--- src/hw/lcd_column_pkg.sv ---
// Purpose: shared constants and types for the 80-column lcd driver
// Assumes: 32-bit ahb-lite register bus, one core clock
// Notes: level codes are the drive selections handed to the analog side
package lcd_column_pkg;
   // line geometry
   localparam int COLUMNS = 80;
   localparam int NIBBLE_W = 4;
   localparam int NIBBLES_PER_LINE = COLUMNS / NIBBLE_W;
   localparam int COUNT_W = 5;
   localparam logic [4:0] NIBBLE_LAST = 5'h13;

   // register byte addresses
   localparam logic [7:0] CTRL_OFFSET = 8'h00;
   localparam logic [7:0] STATUS_OFFSET = 8'h04;
   localparam logic [7:0] LINES_OFFSET = 8'h08;

   // control register fields and reset value
   localparam int CTRL_FREEZE_BIT = 0;
   localparam int CTRL_CLR_OVERRUN_BIT = 1;
   localparam int CTRL_FORCE_STANDBY_BIT = 2;
   localparam logic [2:0] CTRL_RESET = 3'h0;

   // status register fields
   localparam int STATUS_COUNT_LSB = 0;
   localparam int STATUS_FULL_BIT = 5;
   localparam int STATUS_STANDBY_BIT = 6;
   localparam int STATUS_OVERRUN_BIT = 7;
   localparam int STATUS_PENDING_BIT = 8;

   // ahb transfer type for a non-sequential access
   localparam logic [1:0] HTRANS_NONSEQ = 2'h2;

   // drive level selections: two selected, two non-selected
   typedef enum logic [1:0] {
      SEL_LEVEL_A = 2'h0,
      SEL_LEVEL_B = 2'h1,
      UNSEL_LEVEL_A = 2'h2,
      UNSEL_LEVEL_B = 2'h3
   } level_e;

   // one accepted nibble with the fill direction it was taken under
   typedef struct packed {
      logic [NIBBLE_W-1:0] pixels;
      logic fill_reverse;
   } nibble_s;
endpackage

--- src/hw/lcd_column_driver.sv ---
// Purpose: 80-column lcd column driver with nibble input and cascade
// Assumes: all pin inputs are asynchronous to I_CORE_CLK and much slower
// Notes: column levels are 2-bit selection codes, two bits per column
`timescale 1ns/1ps

// Notes on behaviour
// - nibble captured on shift clock falling edge
// - latch pulse falling edge loads line register
// - columns update from new line one core cycle after the line register, held while frozen with blank high
// - nibbles accepted only while enable low
// - cascade output enables next driver in chain
// - blank low forces all columns level A
// - high pixel selected, low non-selected
// - four level codes, pair chosen by data
// - phase alternates polarity within each pair
// - direction input picks first or last column
// - standby when not selected for loading
module lcd_column_driver #(
   parameter int COLUMNS = lcd_column_pkg::COLUMNS
) (
   // clock and reset
   input wire logic I_CORE_CLK,
   input wire logic I_RESET_N,
   // controller pins
   input wire logic I_NIBBLE_SHIFT_CLOCK,
   input wire logic I_LINE_LATCH_PULSE,
   input wire logic [3:0] I_PIXEL_NIBBLE,
   input wire logic I_AC_PHASE,
   input wire logic I_FILL_DIRECTION_SELECT,
   input wire logic I_ENABLE_N,
   input wire logic I_BLANK_N,
   // cascade and drive outputs
   output logic O_CASCADE_N,
   output logic O_STANDBY,
   output logic [2*COLUMNS-1:0] O_COLUMN_OUTPUTS,
   // ahb-lite slave
   input wire logic HSEL,
   input wire logic [31:0] HADDR,
   input wire logic [1:0] HTRANS,
   input wire logic HWRITE,
   input wire logic [2:0] HSIZE,
   input wire logic [31:0] HWDATA,
   input wire logic HREADY,
   output logic [31:0] HRDATA,
   output logic HREADYOUT,
   output logic HRESP
);
   // pin synchronisers, two stages each
   logic [8:0] pin_meta;
   logic [8:0] pin_sync;
   logic shift_clk_prev;
   logic latch_prev;
   logic shift_fall;
   logic latch_fall;
   logic [3:0] nibble_in;
   logic phase;
   logic fill_reverse;
   logic enable_n;
   logic blank_n;

   // line assembly state
   logic [COLUMNS-1:0] collect_line;
   logic [COLUMNS-1:0] line_reg;
   logic [lcd_column_pkg::COUNT_W-1:0] nibble_count;
   logic [lcd_column_pkg::COUNT_W-1:0] write_index;
   logic line_full;
   logic latch_pending;
   logic latch_now;
   logic overrun;
   logic [15:0] line_total;

   // buffer handshakes
   lcd_column_pkg::nibble_s buf_in;
   lcd_column_pkg::nibble_s buf_out;
   logic buf_in_valid;
   logic buf_in_ready;
   logic buf_out_valid;
   logic buf_out_ready;

   // register state
   logic [2:0] ctrl;
   logic wr_pending;
   logic [7:0] wr_addr;
   logic [31:0] next_rdata;
   logic bus_access;

   // two flip-flops before anything reads a pin
   always_ff @(posedge I_CORE_CLK) begin
      if (!I_RESET_N) begin
         pin_meta <= 9'h180;
         pin_sync <= 9'h180;
      end else begin
         pin_meta <= {I_BLANK_N, I_ENABLE_N, I_LINE_LATCH_PULSE,
                      I_NIBBLE_SHIFT_CLOCK, I_FILL_DIRECTION_SELECT,
                      I_AC_PHASE, I_PIXEL_NIBBLE[2:0]};
         pin_sync <= pin_meta;
      end
   end

   // top data bit kept in its own pair of stages
   logic nib3_meta;
   logic nib3_sync;
   always_ff @(posedge I_CORE_CLK) begin
      if (!I_RESET_N) begin
         nib3_meta <= 1'b0;
         nib3_sync <= 1'b0;
      end else begin
         nib3_meta <= I_PIXEL_NIBBLE[3];
         nib3_sync <= nib3_meta;
      end
   end

   // names for the synchronised pins
   assign nibble_in = {nib3_sync, pin_sync[2:0]};
   assign phase = pin_sync[3];
   assign fill_reverse = pin_sync[4];
   assign enable_n = pin_sync[7];
   assign blank_n = pin_sync[8];

   // falling-edge detection on the synchronised clocks
   always_ff @(posedge I_CORE_CLK) begin
      if (!I_RESET_N) begin
         shift_clk_prev <= 1'b0;
         latch_prev <= 1'b0;
      end else begin
         shift_clk_prev <= pin_sync[5];
         latch_prev <= pin_sync[6];
      end
   end

   assign shift_fall = shift_clk_prev && !pin_sync[5];
   assign latch_fall = latch_prev && !pin_sync[6];

   // a nibble is offered only while enabled and the line is not full
   assign buf_in.pixels = nibble_in;
   assign buf_in.fill_reverse = fill_reverse;
   assign buf_in_valid = shift_fall && !enable_n && !line_full;

   // two-entry buffer between the pins and the line assembler
   pair_buffer #(
      .WIDTH($bits(lcd_column_pkg::nibble_s)),
      .DEPTH(2)
   ) u_nibble_buffer (
      .i_clk(I_CORE_CLK),
      .i_reset_n(I_RESET_N),
      .i_in_valid(buf_in_valid),
      .i_in_data(buf_in),
      .o_in_ready(buf_in_ready),
      .o_out_valid(buf_out_valid),
      .o_out_data(buf_out),
      .i_out_ready(buf_out_ready)
   );

   // the assembler pauses in the cycle the line moves to the output
   assign latch_now = latch_pending && !buf_out_valid;
   assign buf_out_ready = !latch_now;

   // accepted-nibble count, stops at a full line, clears on latch
   always_ff @(posedge I_CORE_CLK) begin
      if (!I_RESET_N) begin
         nibble_count <= '0;
         line_full <= 1'b0;
      end else if (latch_fall) begin
         nibble_count <= '0;
         line_full <= 1'b0;
      end else if (buf_in_valid && buf_in_ready) begin
         nibble_count <= nibble_count + 1'b1;
         line_full <= (nibble_count == lcd_column_pkg::NIBBLE_LAST);
      end
   end

   // a nibble lost to a full buffer is flagged, set wins over clear
   always_ff @(posedge I_CORE_CLK) begin
      if (!I_RESET_N) begin
         overrun <= 1'b0;
      end else if (buf_in_valid && !buf_in_ready) begin
         overrun <= 1'b1;
      end else if (wr_pending && wr_addr == lcd_column_pkg::CTRL_OFFSET &&
                   HWDATA[lcd_column_pkg::CTRL_CLR_OVERRUN_BIT]) begin
         overrun <= 1'b0;
      end
   end

   // drained nibbles go to consecutive slots of the collect line
   always_ff @(posedge I_CORE_CLK) begin
      if (!I_RESET_N) begin
         write_index <= '0;
      end else if (latch_now) begin
         write_index <= '0;
      end else if (buf_out_valid && buf_out_ready) begin
         write_index <= write_index + 1'b1;
      end
   end

   // place nibble bits forward from the first column or backward
   always_ff @(posedge I_CORE_CLK) begin
      if (!I_RESET_N) begin
         collect_line <= '0;
      end else if (buf_out_valid && buf_out_ready) begin
         for (int b = 0; b < lcd_column_pkg::NIBBLE_W; b++) begin
            if (buf_out.fill_reverse) begin
               collect_line[COLUMNS - 1 - (int'(write_index) * 4 + b)] <=
                  buf_out.pixels[b];
            end else begin
               collect_line[int'(write_index) * 4 + b] <=
                  buf_out.pixels[b];
            end
         end
      end
   end

   // a latch edge waits until buffered nibbles have been placed
   always_ff @(posedge I_CORE_CLK) begin
      if (!I_RESET_N) begin
         latch_pending <= 1'b0;
      end else if (latch_fall) begin
         latch_pending <= 1'b1;
      end else if (latch_now) begin
         latch_pending <= 1'b0;
      end
   end

   // the line register takes the whole row at once
   always_ff @(posedge I_CORE_CLK) begin
      if (!I_RESET_N) begin
         line_reg <= '0;
      end else if (latch_now) begin
         line_reg <= collect_line;
      end
   end

   // count of lines moved to the outputs
   always_ff @(posedge I_CORE_CLK) begin
      if (!I_RESET_N) begin
         line_total <= '0;
      end else if (latch_now) begin
         line_total <= line_total + 1'b1;
      end
   end

   // per-column level selection from data, phase and blanking
   function automatic lcd_column_pkg::level_e pick_level(
      input logic pixel,
      input logic ac,
      input logic blank
   );
      lcd_column_pkg::level_e lvl;
      if (!blank) begin
         lvl = lcd_column_pkg::SEL_LEVEL_A;
      end else if (pixel) begin
         lvl = ac ? lcd_column_pkg::SEL_LEVEL_A
                  : lcd_column_pkg::SEL_LEVEL_B;
      end else begin
         lvl = ac ? lcd_column_pkg::UNSEL_LEVEL_A
                  : lcd_column_pkg::UNSEL_LEVEL_B;
      end
      return lvl;
   endfunction

   // drive register: follows the line register, held while frozen with blank high
   always_ff @(posedge I_CORE_CLK) begin
      if (!I_RESET_N) begin
         O_COLUMN_OUTPUTS <= '0;
      end else if (!ctrl[lcd_column_pkg::CTRL_FREEZE_BIT] || !blank_n) begin
         for (int c = 0; c < COLUMNS; c++) begin
            O_COLUMN_OUTPUTS[2*c +: 2] <=
               pick_level(line_reg[c], phase, blank_n);
         end
      end
   end

   // cascade enable for the next driver once this line is full
   always_ff @(posedge I_CORE_CLK) begin
      if (!I_RESET_N) begin
         O_CASCADE_N <= 1'b1;
      end else begin
         O_CASCADE_N <= !line_full;
      end
   end

   // standby whenever this driver is not loading
   always_ff @(posedge I_CORE_CLK) begin
      if (!I_RESET_N) begin
         O_STANDBY <= 1'b1;
      end else begin
         O_STANDBY <= enable_n || line_full ||
                      ctrl[lcd_column_pkg::CTRL_FORCE_STANDBY_BIT];
      end
   end

   // ahb-lite: zero wait states, always okay
   assign HREADYOUT = 1'b1;
   assign HRESP = 1'b0;
   assign bus_access = HSEL && HREADY &&
                       HTRANS == lcd_column_pkg::HTRANS_NONSEQ;

   // write address phase is remembered for the data phase
   always_ff @(posedge I_CORE_CLK) begin
      if (!I_RESET_N) begin
         wr_pending <= 1'b0;
         wr_addr <= 8'h00;
      end else begin
         wr_pending <= bus_access && HWRITE && HSIZE == 3'h2;
         wr_addr <= HADDR[7:0];
      end
   end

   // control register write in the data phase
   always_ff @(posedge I_CORE_CLK) begin
      if (!I_RESET_N) begin
         ctrl <= lcd_column_pkg::CTRL_RESET;
      end else if (wr_pending && wr_addr == lcd_column_pkg::CTRL_OFFSET) begin
         ctrl <= {HWDATA[lcd_column_pkg::CTRL_FORCE_STANDBY_BIT], 1'b0,
                  HWDATA[lcd_column_pkg::CTRL_FREEZE_BIT]};
      end
   end

   // read mux, unmapped addresses read zero
   always_comb begin
      next_rdata = 32'h0000_0000;
      case (HADDR[7:0])
         lcd_column_pkg::CTRL_OFFSET: begin
            next_rdata[2:0] = ctrl;
         end
         lcd_column_pkg::STATUS_OFFSET: begin
            next_rdata[lcd_column_pkg::STATUS_COUNT_LSB +: 5] = nibble_count;
            next_rdata[lcd_column_pkg::STATUS_FULL_BIT] = line_full;
            next_rdata[lcd_column_pkg::STATUS_STANDBY_BIT] = O_STANDBY;
            next_rdata[lcd_column_pkg::STATUS_OVERRUN_BIT] = overrun;
            next_rdata[lcd_column_pkg::STATUS_PENDING_BIT] = latch_pending;
         end
         lcd_column_pkg::LINES_OFFSET: begin
            next_rdata[15:0] = line_total;
         end
         default: begin
            next_rdata = 32'h0000_0000;
         end
      endcase
   end

   // read data captured at the address phase, shown in the data phase
   always_ff @(posedge I_CORE_CLK) begin
      if (!I_RESET_N) begin
         HRDATA <= 32'h0000_0000;
      end else if (bus_access && !HWRITE) begin
         HRDATA <= next_rdata;
      end
   end
endmodule // lcd_column_driver

--- src/hw/pair_buffer.sv ---
// Purpose: two-entry valid/ready buffer for the nibble stream
// Assumes: synchronous active-low reset on the shared core clock
// Notes: full and empty are exact; a stalled drain fills both entries
`timescale 1ns/1ps
module pair_buffer #(
   parameter int WIDTH = 5,
   parameter int DEPTH = 2
) (
   // clock and reset
   input wire logic i_clk,
   input wire logic i_reset_n,
   // fill side
   input wire logic i_in_valid,
   input wire logic [WIDTH-1:0] i_in_data,
   output logic o_in_ready,
   // drain side
   output logic o_out_valid,
   output logic [WIDTH-1:0] o_out_data,
   input wire logic i_out_ready
);
   localparam int PTR_W = (DEPTH > 1) ? $clog2(DEPTH) : 1;
   localparam logic [PTR_W:0] DEPTH_CNT = (PTR_W+1)'(DEPTH);

   logic [WIDTH-1:0] store [DEPTH];
   logic [PTR_W-1:0] wr_ptr;
   logic [PTR_W-1:0] rd_ptr;
   logic [PTR_W:0] fill;
   logic push;
   logic pop;

   // handshake terms
   assign o_in_ready = (fill != DEPTH_CNT);
   assign o_out_valid = (fill != '0);
   assign o_out_data = store[rd_ptr];
   assign push = i_in_valid && o_in_ready;
   assign pop = o_out_valid && i_out_ready;

   // entry storage
   always_ff @(posedge i_clk) begin
      if (push) begin
         store[wr_ptr] <= i_in_data;
      end
   end

   // pointers wrap at the configured depth
   always_ff @(posedge i_clk) begin
      if (!i_reset_n) begin
         wr_ptr <= '0;
         rd_ptr <= '0;
      end else begin
         if (push) begin
            wr_ptr <= (wr_ptr == PTR_W'(DEPTH - 1)) ? '0 : wr_ptr + 1'b1;
         end
         if (pop) begin
            rd_ptr <= (rd_ptr == PTR_W'(DEPTH - 1)) ? '0 : rd_ptr + 1'b1;
         end
      end
   end

   // occupancy
   always_ff @(posedge i_clk) begin
      if (!i_reset_n) begin
         fill <= '0;
      end else if (push && !pop) begin
         fill <= fill + 1'b1;
      end else if (pop && !push) begin
         fill <= fill - 1'b1;
      end
   end
endmodule // pair_buffer

--- config.mk ---
export PLATFORM = sky130hd
export DESIGN_NAME = lcd_column_driver
export DESIGN_NICKNAME = d
export VERILOG_FILES = /design/src/hw/lcd_column_pkg.sv /design/src/hw/lcd_column_driver.sv /design/src/hw/pair_buffer.sv
export SDC_FILE = /design/constraint.sdc
export NUM_CORES = 1
export LEC_CHECK = 0
export BUFFER_PORTS_ARGS = -buffer_cell sky130_fd_sc_hd__buf_2
export CELL_PAD_IN_SITES_DETAIL_PLACEMENT = 0
export CELL_PAD_IN_SITES_GLOBAL_PLACEMENT = 1
export CORE_MARGIN = 2
export CORE_UTILIZATION = 46
export CTS_BUF_LIST = sky130_fd_sc_hd__clkbuf_4
export DETAILED_ROUTE_END_ITERATION = 12
export PLACE_DENSITY = 0.95
export SYNTH_ARGS = -nofsm -noshare
export SYNTH_HDL_FRONTEND = slang
export SYNTH_SLANG_ARGS = --single-unit
--- constraint.sdc ---
create_clock -name I_CORE_CLK -period 6.64 [get_ports I_CORE_CLK]
set_input_delay 0.664 -clock I_CORE_CLK [delete_from_list [all_inputs] [get_ports I_CORE_CLK]]
set_output_delay 0.664 -clock I_CORE_CLK [all_outputs]
set_load 0.05 [all_outputs]
# --- After elaboration in Yosys (flattened, before gate mapping) ---
# Memory sizes are Yosys's and may differ from the RTL's. A register that Yosys moved wholly into a read port is not among the register bits.
# Index checks and enable logic that the tools add are counted.
op_classes:
  n_addsub: 14
  magnitude_cmp: 16
  eq_ne: 6
  mux: 211
  bitwise_logic: 1
  n_reduce_logical: 48
ops:
  columns: ["operator", "n"]
  rows:
  - ["two-way mux 80 bit", 10]
  - ["bitwise mux 80 bit", 8]
  - ["two-way mux 2 bit", 162]
  - [">= comparator 32 x 1 -> 1 bit, second input constant", 3]
  - ["less-than comparator 32 x 9 -> 1 bit, second input constant", 3]
  - ["subtractor 8 x 32 -> 32 bit, first input constant", 3]
  - ["demux 1 bit (select 7 bit)", 7]
  - [">= comparator 8 x 1 -> 1 bit, second input constant", 4]
  - ["logical AND 1 bit", 25]
  - ["less-than comparator 8 bit, second input constant", 3]
  - ["two-way mux 1 bit", 20]
  - ["adder 16 x 1 -> 16 bit, second input constant", 1]
  - ["adder 7 x 2 -> 8 bit, second input constant", 2]
  - ["logical NOT 8 bit", 2]
  - ["logical NOT 1 bit", 12]
  - ["one-hot mux 6 bit (2 select lines)", 1]
  - ["adder 5 x 1 -> 5 bit, second input constant", 2]
  - ["less-than comparator 8 x 9 -> 1 bit, second input constant", 1]
  - ["one-hot mux 3 bit (3 select lines)", 1]
  - ["adder 7 x 1 -> 8 bit, second input constant", 1]
  - ["equality test 8 x 3 -> 1 bit, second input constant", 1]
  - ["equality test 8 x 4 -> 1 bit, second input constant", 1]
  - ["less-than comparator 7 x 8 -> 1 bit, second input constant", 1]
  - ["nonzero test 2 bit", 4]
  - ["14 further kinds", 18]
totals:
  ff_bits: 404
  ramBits: 10
  inputBits: 84
  output_inout_bits: 196
  elab_cells: 321
  memories: 1
memory_table:
  columns: ["name", "depth", "width", "rd", "rd_ports_with_merged_regs", "wr", "line_no", "text"]
  rows:
  - ["u_nibble_buffer.store", 2, 5, 1, 1, 1, "pair_buffer.sv:24", "logic [WIDTH-1:0] store [DEPTH];"]

# --- Longest topological paths before layout ---
# Gate-level depths: netlist of the first run.
logic_depth:
  word_depth: 19
  depth_mapped: 11
  depth_no_buf: 9

# --- By module ---
# A second synthesis of the first run with hierarchy kept.
unflattened:
  hier_cells: 1809
  hier_area_um2: 15416.0
by_module_without_submodules:
  columns: ["module", "n_inst", "cells_each", "area_each_um2", "seq_area_each_um2"]
  rows:
  - ["lcd_column_driver", 1, 1770, 14816.7, 6426.2]
  - ["pair_buffer", 1, 39, 599.3, 400.4]

# --- Worst setup path before layout of the first run ---
# OpenSTA, ideal clock, no wires.
synth_timing:
  kind: "register -> output"
  startpoint: "register O_COLUMN_OUTPUTS[158] (netlist name)"
  endpoint: "output port O_COLUMN_OUTPUTS[100]"
  arrival_time_ps: 2325
  required_time_ps: 5976
  setup_slack_ps: 3651
  path_stages_with_launch: 2
  n_path_buf: 1
  path_cell_list: "dfxtp_1 buf_4"
synth_lines:
  columns: ["item", "line_no", "text"]
  rows:
  - ["end: declaration", "lcd_column_driver.sv:35", "output logic [2*COLUMNS-1:0] O_COLUMN_OUTPUTS,"]

# --- Final worst setup path of the first run ---
layout_timing:
  startpoint: "register write_index[2] in the netlist's numbering"
  endpoint: "register collect_line[38]"
layout_via:
  elab_chain_cells: 19
  word_cells_on_any_way: 59
  cone_classes: "7 x add/sub; 14 x order compare; 31 x mux; 7 x reduce/logical"
layout_lines:
  columns: ["item", "line_no", "text"]
  rows:
  - ["start: declaration", "lcd_column_driver.sv:65", "logic [lcd_column_pkg::COUNT_W-1:0] write_index;"]
  - ["start signal: assignment", "lcd_column_driver.sv:191", "write_index <= write_index + 1'b1;"]
  - ["branches (longest 18 deep; another with subtractor 8 x 32 -> 32 bit)", null, null]
  - ["two-way mux 80 bit *", "lcd_column_driver.sv:201", "if (buf_out.fill_reverse) begin"]
  - ["end signal: indexed assignment", "lcd_column_driver.sv:202", "collect_line[COLUMNS - 1 - (int'(write_index) * 4 + b)] <="]
  - ["end signal: indexed assignment", "lcd_column_driver.sv:205", "collect_line[int'(write_index) * 4 + b] <="]
  - ["end: declaration", "lcd_column_driver.sv:62", "logic [COLUMNS-1:0] collect_line;"]
# Every way passes the cells marked *. The select of a mux whose other input is x is not followed.
# A chain may end at the register's enable or synchronous reset.

==> metrics.txt, run 1 <==
WHS Path Cells 2; cells after synthesis 1748; Hold Path Sink pin_meta[7]$_SDFF_PN1_; CP Capture Type flop; FFs w/ async S/R, synth 0%; Initial Utilization between 40% and 50%; initial drt markers about 950; VDD IR-drop max ~0.17 mV; core outline area about 0.032 mm2; largest net degree at the start of global routing 120; Tightest Pin Transition roughly 1200 ps; Clock Tree Root clkbuf_4; RSZ-0062 raised after global routing false; worst hold path startpoint I_ENABLE_N; Slew Limit Fails 0; first-pass GRT wire length ~60000 um; Post-synth top cells dfxtp_1 (326), nand2_1 (235), nor2_1 (214); die width approximately 180 um; total congestion overflow 0; Pre-antenna DRT Iters 6; #FFs+latches synth roughly 340; dpl cells 2169; number of remaining DRC errors 0; met3 usage 5.004%; Setup Buffers After CTS 0; die footprint 0.03350 mm2; CP arrival roughly 3800 ps; count of buffers from port buffering ~210; Total Routing Usage GR 21.76%; cell with the most instances after synthesis dfxtp_1; register area share after synthesis 46.30%; post-CTS sizing 0; clock transition at the registers of the reported paths around 70 ps; Total Negative Setup Slacks 0 ps; status finished clean; Largest register FFs approximately 80; Antenna Violating Nets Remaining 0; Synth top area share ~44%; I/O Pins 280; number of synthesized flops with an enable pin 10; final cycle utilization of the critical path a little under half; total power ~5.5 mW; Non-Filler Instances ~2300; area delta synth->final 11.18%; Hold Crit Class in -> reg; R2R Path Start write_index[2]$_SDFFE_PP0P_; reg2reg end collect_line[38]$_SDFFE_PN0P_; deepest clock path buffer count 3; H-tree depth 3; CTS sink cnt ~340; WS Path Type reg -> reg; setup violators final 0; drt via density between 5 and 6; initial antenna violation count 1; Worst Path Max Fanout 14; slack of the worst reg-to-reg path around 3500 ps; M2 GR Usage a little over a third; min Tclk post-route between 3000 and 4000 ps; CTS tree built; worst clock skew about 67 ps; max frequency 0.3160 GHz; DP HPWL ~23000 um; Wirelength per Cell 15.96 um; drt total wl 37080 um; Hold Violations, Final 0; Distinct cells, synth 71; Cell Rows between 60 and 70; maxcap violations 0; relative slew slack between 10% and 20%; worst skew pair latency ~750 ps; Synth area leader dfxtp_1; main flop type after synthesis dfxtp_1; gr busiest metal met2; Cell Area, Synth between 0.01 and 0.015 mm2; GPL Wtd Cong 0.9076; Synth Warn # 0; pwr/cell area roughly 330 mW/mm2; vias in the first global route between 10000 and 15000; Setup crit start kind flop; cts bufs inserted 87; worst-case reg-to-reg path depth 9; mean post-synth cell area around 8.4 um2; Post-CTS Hold Fix Bufs 0; GR Layer Usage met1 a little over a quarter; P_leak ~6.6 nW; die height 183.0 um; main area contributors after synthesis dfxtp_1 (44%), nand2_1 (6.0%), nor2_1 (5.4%), buf_4 (5.0%), a21oi_1 (4.9%); Final nets 1950; via count 12704; final core area utilization around 52%; layout cell share with drive strength beyond 1 between 20% and 30%; Worst Path Required between 7000 and 8000 ps
-- how the worst max path moves through the flow --
stage	from	to	slack, ps
2_1_floorplan	O_COLUMN_OUTPUTS[158]$_SDFFE_PN0P_	O_COLUMN_OUTPUTS[100]	3650
3_3_place_gp	I_RESET_N	O_STANDBY$_SDFF_PN1_	3610
3_5_place_dp	I_RESET_N	O_COLUMN_OUTPUTS[17]$_SDFFE_PN0P_	3580
4_1_cts	write_index[2]$_SDFFE_PP0P_	collect_line[27]$_SDFFE_PN0P_	3580
5_1_grt	write_index[2]$_SDFFE_PP0P_	collect_line[27]$_SDFFE_PN0P_	3250
6_report	write_index[2]$_SDFFE_PP0P_	collect_line[38]$_SDFFE_PN0P_	3480
-- area by class of cell --
| cell class | count | area (um2) |
|---|---|---|
| antenna | 1 | 2.502 |
| clock buffer | 131 | 983.4 |
| fill | 2976 | 15160 |
| inverter | 13 | 48.80 |
| multi-input combinational | 1197 | 6725 |
| timing repair buffer | 221 | 1141 |
| clock inverter | 22 | 156.4 |
| sequential | 336 | 6832 |
| tap | 402 | 503.0 |
-- metal layers --
metal	wire length [um]	share of wire, %
met3	2811	7.6
met1	15830	43
met4	1037	2.8
met2	17410	47
met5	0	0
-- worst max-delay path, stage by stage, from the launching register on --
cell and delay (ps):
dfxtp_1 480, inv_1 230, ha_1 170, inv_1 40, ha_1 200, a211oi_2 890
nand4_1 400, a21oi_1 360, mux2i_1 220, nor2b_1 60
-- power breakdown --
part	internal, mW	total (mW)	switching [mW]
clock network	0.979	1.82	0.841
logic	0.359	1.38	1.02
registers	2.15	2.27	0.115
total	3.49	5.47	1.98
-- through the flow --
stage                     instance area (um2)  setup WS [ps]  hold slack (ps)
final                                   16390           3476            107.4
after detailed placement                15250           3576            391.3
after floorplan                         14800           3651            386.3
after CTS                               16390           3584            65.33
after global placement                  15250           3610            389.1
after global routing                    16390           3251            100.9
-- cells in the final DEF (no fill, tap or decap), types with 14 or more instances in the layout --
master / instances
dfxtp_1: 324
nand2_1: 233
nor2_1: 214
buf_2: 207
a21oi_1: 143
clkbuf_4: 131
a21boi_0: 90
o21ai_0: 83
and2_1: 53
nand3_1: 33
nor2b_1: 29
mux2i_1: 24
a31oi_1: 24
nor3_1: 23
nand4_1: 21
conb_1: 18
a21o_1: 15
a22o_1: 14
buf_4: 14
-- kinds of logic (layout without fill, tap and decap cells) --
kind of cell	Yosys count	count (layout)	synth area share [%]
simple gates	654	654	20.21
compound gates	456	456	19.84
buf+inv	231	387	8.741
other cells	2	19	0.05094
fa+ha+maj	10	10	0.8486
flops	336	336	46.30
xor+xnor	19	19	1.129
mux	40	40	2.877
No activity file was read; power rests on OpenSTA's default activity.
==> inputs of run 2 (changes only) <==
Settings changed: ABC_AREA set to 1, CORE_UTILIZATION 46 to 38, PLACE_DENSITY 0.95 to 0.86.
Clock period 6.64 ns to 2.9 ns, I/O delays scaled along.
==> metrics.txt, run 2 <==
reg2reg end collect_line[70]$_SDFFE_PN0P_; Clock Tree Root clkbuf_4; commonest non-fill, non-tap cell in the layout nand2_1; final cycle utilization of the critical path between 80 and 90%; Total Negative Setup Slacks 0 ps; Wirelength per Cell approximately 15 um; die width slightly above 200 um; Net Switching about 4.6 mW; H-tree depth 3; CTS tree built; FFs w/ async S/R, synth 0%; initial antenna violation count 2; CTS sink cnt 336; Cell Rows 73; most frequent cells in the layout nand2_1 (463), dfxtp_1 (323), nand3_1 (296); Flop pwr share between 40% and 50%; Largest register FFs 81; CP arrival ~3200 ps; Worst Path Required around 3600 ps; mean post-synth cell area roughly 7.3 um2; pre-CTS WS between 400 and 500 ps; Antenna Violating Nets Remaining 0; Final nets 2331; Tightest Pin Transition 897.0 ps; initial drt markers between 700 and 800; post-route design area around 0.017 mm2; dpl cells between 2000 and 3000; number of remaining DRC errors 0; Cell Int Power 7.659 mW; WHS Path Cells 5; Worst Path Max Fanout 10; post-CTS sizing 0; Synth top area share about 43%; relative slew slack between 40% and 50%; clock transition at the registers of the reported paths approximately 80 ps; main flop type after synthesis dfxtp_1; via count about 14000; drt via density 4.958; count of buffers from port buffering between 200 and 250; Slew Limit Fails 0; Hold Crit Class in -> reg; Setup crit start kind flop; slack of the worst reg-to-reg path around 380 ps; core outline area between 0.03 and 0.04 mm2; deepest clock path buffer count 3; part of the power in the clock network 32.7%; Synth Warn # 0; worst-case reg-to-reg path depth 12; maxcap violations 0; Post-CTS Hold Fix Bufs 25; Hold Path Sink HRDATA[0]$_SDFFE_PN0P_; RSZ-0062 raised after global routing false; cts bufs inserted 91; Pre-antenna DRT Iters 5; main area contributors after synthesis dfxtp_1 (43%), nand2_1 (11%), nand3_1 (9.7%), a21oi_1 (6.6%), buf_4 (4.9%); pwr/cell area around 710 mW/mm2; first-pass GRT wire length 67490 um; cells after synthesis about 2100; WS Path Type reg -> reg; DP HPWL between 20000 and 30000 um; vias in the first global route between 10000 and 15000; setup ws final between 300 and 400 ps; setup violators final 0; max frequency 0.3961 GHz; #FFs+latches synth ~340; total power around 12 mW; drt total wl between 40000 and 50000 um; status finished clean; Comb power frac 25.6%; largest net degree at the start of global routing 132; VDD IR-drop max approximately 0.44 mV; Setup Buffers After CTS 0; worst clock skew between 50 and 60 ps; switching part of the total a little under two fifths; CP Capture Type flop; Total Routing Usage GR between 10% and 20%; Non-Filler Instances 2827; worst skew pair latency ~800 ps; Distinct cells, synth 46; Initial Utilization about two fifths; Synth area leader dfxtp_1; R2R Path Start write_index[2]$_SDFFE_PP0P_; area post-placement between 0.015 and 0.02 mm2; die footprint roughly 0.042 mm2; min Tclk post-route approximately 2500 ps; P_leak 7.878 nW; register area share after synthesis between 40% and 50%; worst hold path startpoint HTRANS[0]; number of synthesized flops with an enable pin 10; total congestion overflow 0; cell with the most instances after synthesis nand2_1; Hold Violations, Final 0; area delta synth->final 13.92%; layout cell share with drive strength beyond 1 between 10% and 20%; GPL Wtd Cong 0.8587; I/O Pins 280; Cell Area, Synth about 0.015 mm2; die height 204.3 um; Post-synth top cells nand2_1 (463), dfxtp_1 (326), nand3_1 (296)
[run 2: cell count changes in the layout (fill, tap and decap cells not counted), moves of 24 or more]
cell           before  now
nand2_1           233  463
mux2i_1            24    0
inv_1              13  173
a21boi_0           90    0
or2_2               2   32
o211ai_1            4   39
nand3_1            33  296
a21oi_1           143  202
dlygate4sd3_1       0   25
and2_1             53    0
nor2_1            214  107
nor2b_1            29    0
[run 2: worst max path at each step]
stage | to | cells after the start | slack [ps] | startpoint
3_5_place_dp | collect_line[72]$_SDFFE_PN0P_ | 12 | 460 | write_index[2]$_SDFFE_PP0P_
2_1_floorplan | O_COLUMN_OUTPUTS[100] | 1 | 280 | O_COLUMN_OUTPUTS[158]$_SDFFE_PN0P_
5_1_grt | collect_line[18]$_SDFFE_PN0P_ | 14 | 130 | write_index[2]$_SDFFE_PP0P_
3_3_place_gp | collect_line[70]$_SDFFE_PN0P_ | 12 | 510 | write_index[2]$_SDFFE_PP0P_
6_report | collect_line[70]$_SDFFE_PN0P_ | 12 | 380 | write_index[2]$_SDFFE_PP0P_
4_1_cts | O_COLUMN_OUTPUTS[2] | 1 | 390 | O_COLUMN_OUTPUTS[158]$_SDFFE_PN0P_
[run 2: per-layer routing]
| metal | share of wire [%] | routed length, um | global-route usage [%] | vias to the layer above |
|---|---|---|---|---|
| li1 | - | - | - | 7077 |
| met1 | 44 | 18150 | 24.47 | 6456 |
| met2 | 47 | 19630 | 33.27 | 387 |
| met3 | 6.2 | 2557 | 5.134 | 95 |
| met4 | 2.8 | 1167 | 7.635 | 0 |
| met5 | 0 | 0 | 0 | - |
[run 2: logic make-up (layout without fill, tap and decap cells)]
family                   count (synthesis)  after routing  synth area share, %
adder cells (fa/ha/maj)                 10             10               0.8205
XOR/XNOR                                 4              4               0.2298
buffers and inverters                  399            596                12.64
AO/OA/AOI/OAI                          378            378                13.44
flip-flops                             336            336                44.77
AND/OR/NAND/NOR                        956            956                28.05
other                                    2             22              0.04925
[run 2: final cells by class]
| type | count | area, um2 |
|---|---|---|
| fillers | 4117 | 22270 |
| flip-flops and latches | 336 | 6833 |
| multi-input cells | 1366 | 6555 |
| repair buffers | 258 | 1544 |
| clock buffers | 119 | 893.4 |
| inverters | 184 | 695.7 |
| well taps | 525 | 656.9 |
| clock inverters | 35 | 182.7 |
| diodes | 4 | 10.01 |
[run 2: per-stage QoR]
step | hold slack (ps) | util (%)
finish | 201.6 | 43.82
global route | 175.7 | 43.82
CTS | 150.7 | 43.79
detailed placement | 398.7 | 40.45
global placement | 398.3 | 40.45
floorplan | 383.5 | -
[run 2: power by group through the flow]
| stage | clock [mW] | sequential, mW | combinational, mW |
|---|---|---|---|
| final | 4.02 | 5.14 | 3.15 |
| after global routing | 4.44 | 5.17 | 3.40 |
| after CTS | 4.16 | 5.13 | 3.12 |
| after detailed placement | 0 | 5.24 | 3.09 |
| after global placement | 0 | 5.22 | 3.06 |
| after floorplan | 0 | 5.45 | 2.12 |
[run 2: worst max-delay path, cell delays in order (launching register included)]
cell     delay (ps)
dfxtp_1         680
inv_2           130
ha_1            230
inv_1            50
ha_1            260
inv_1            70
nand3_1         160
nor2_1          300
nand2_1         180
a21oi_2         170
nand2_1          60
nand2_1          60
nor2_1           50
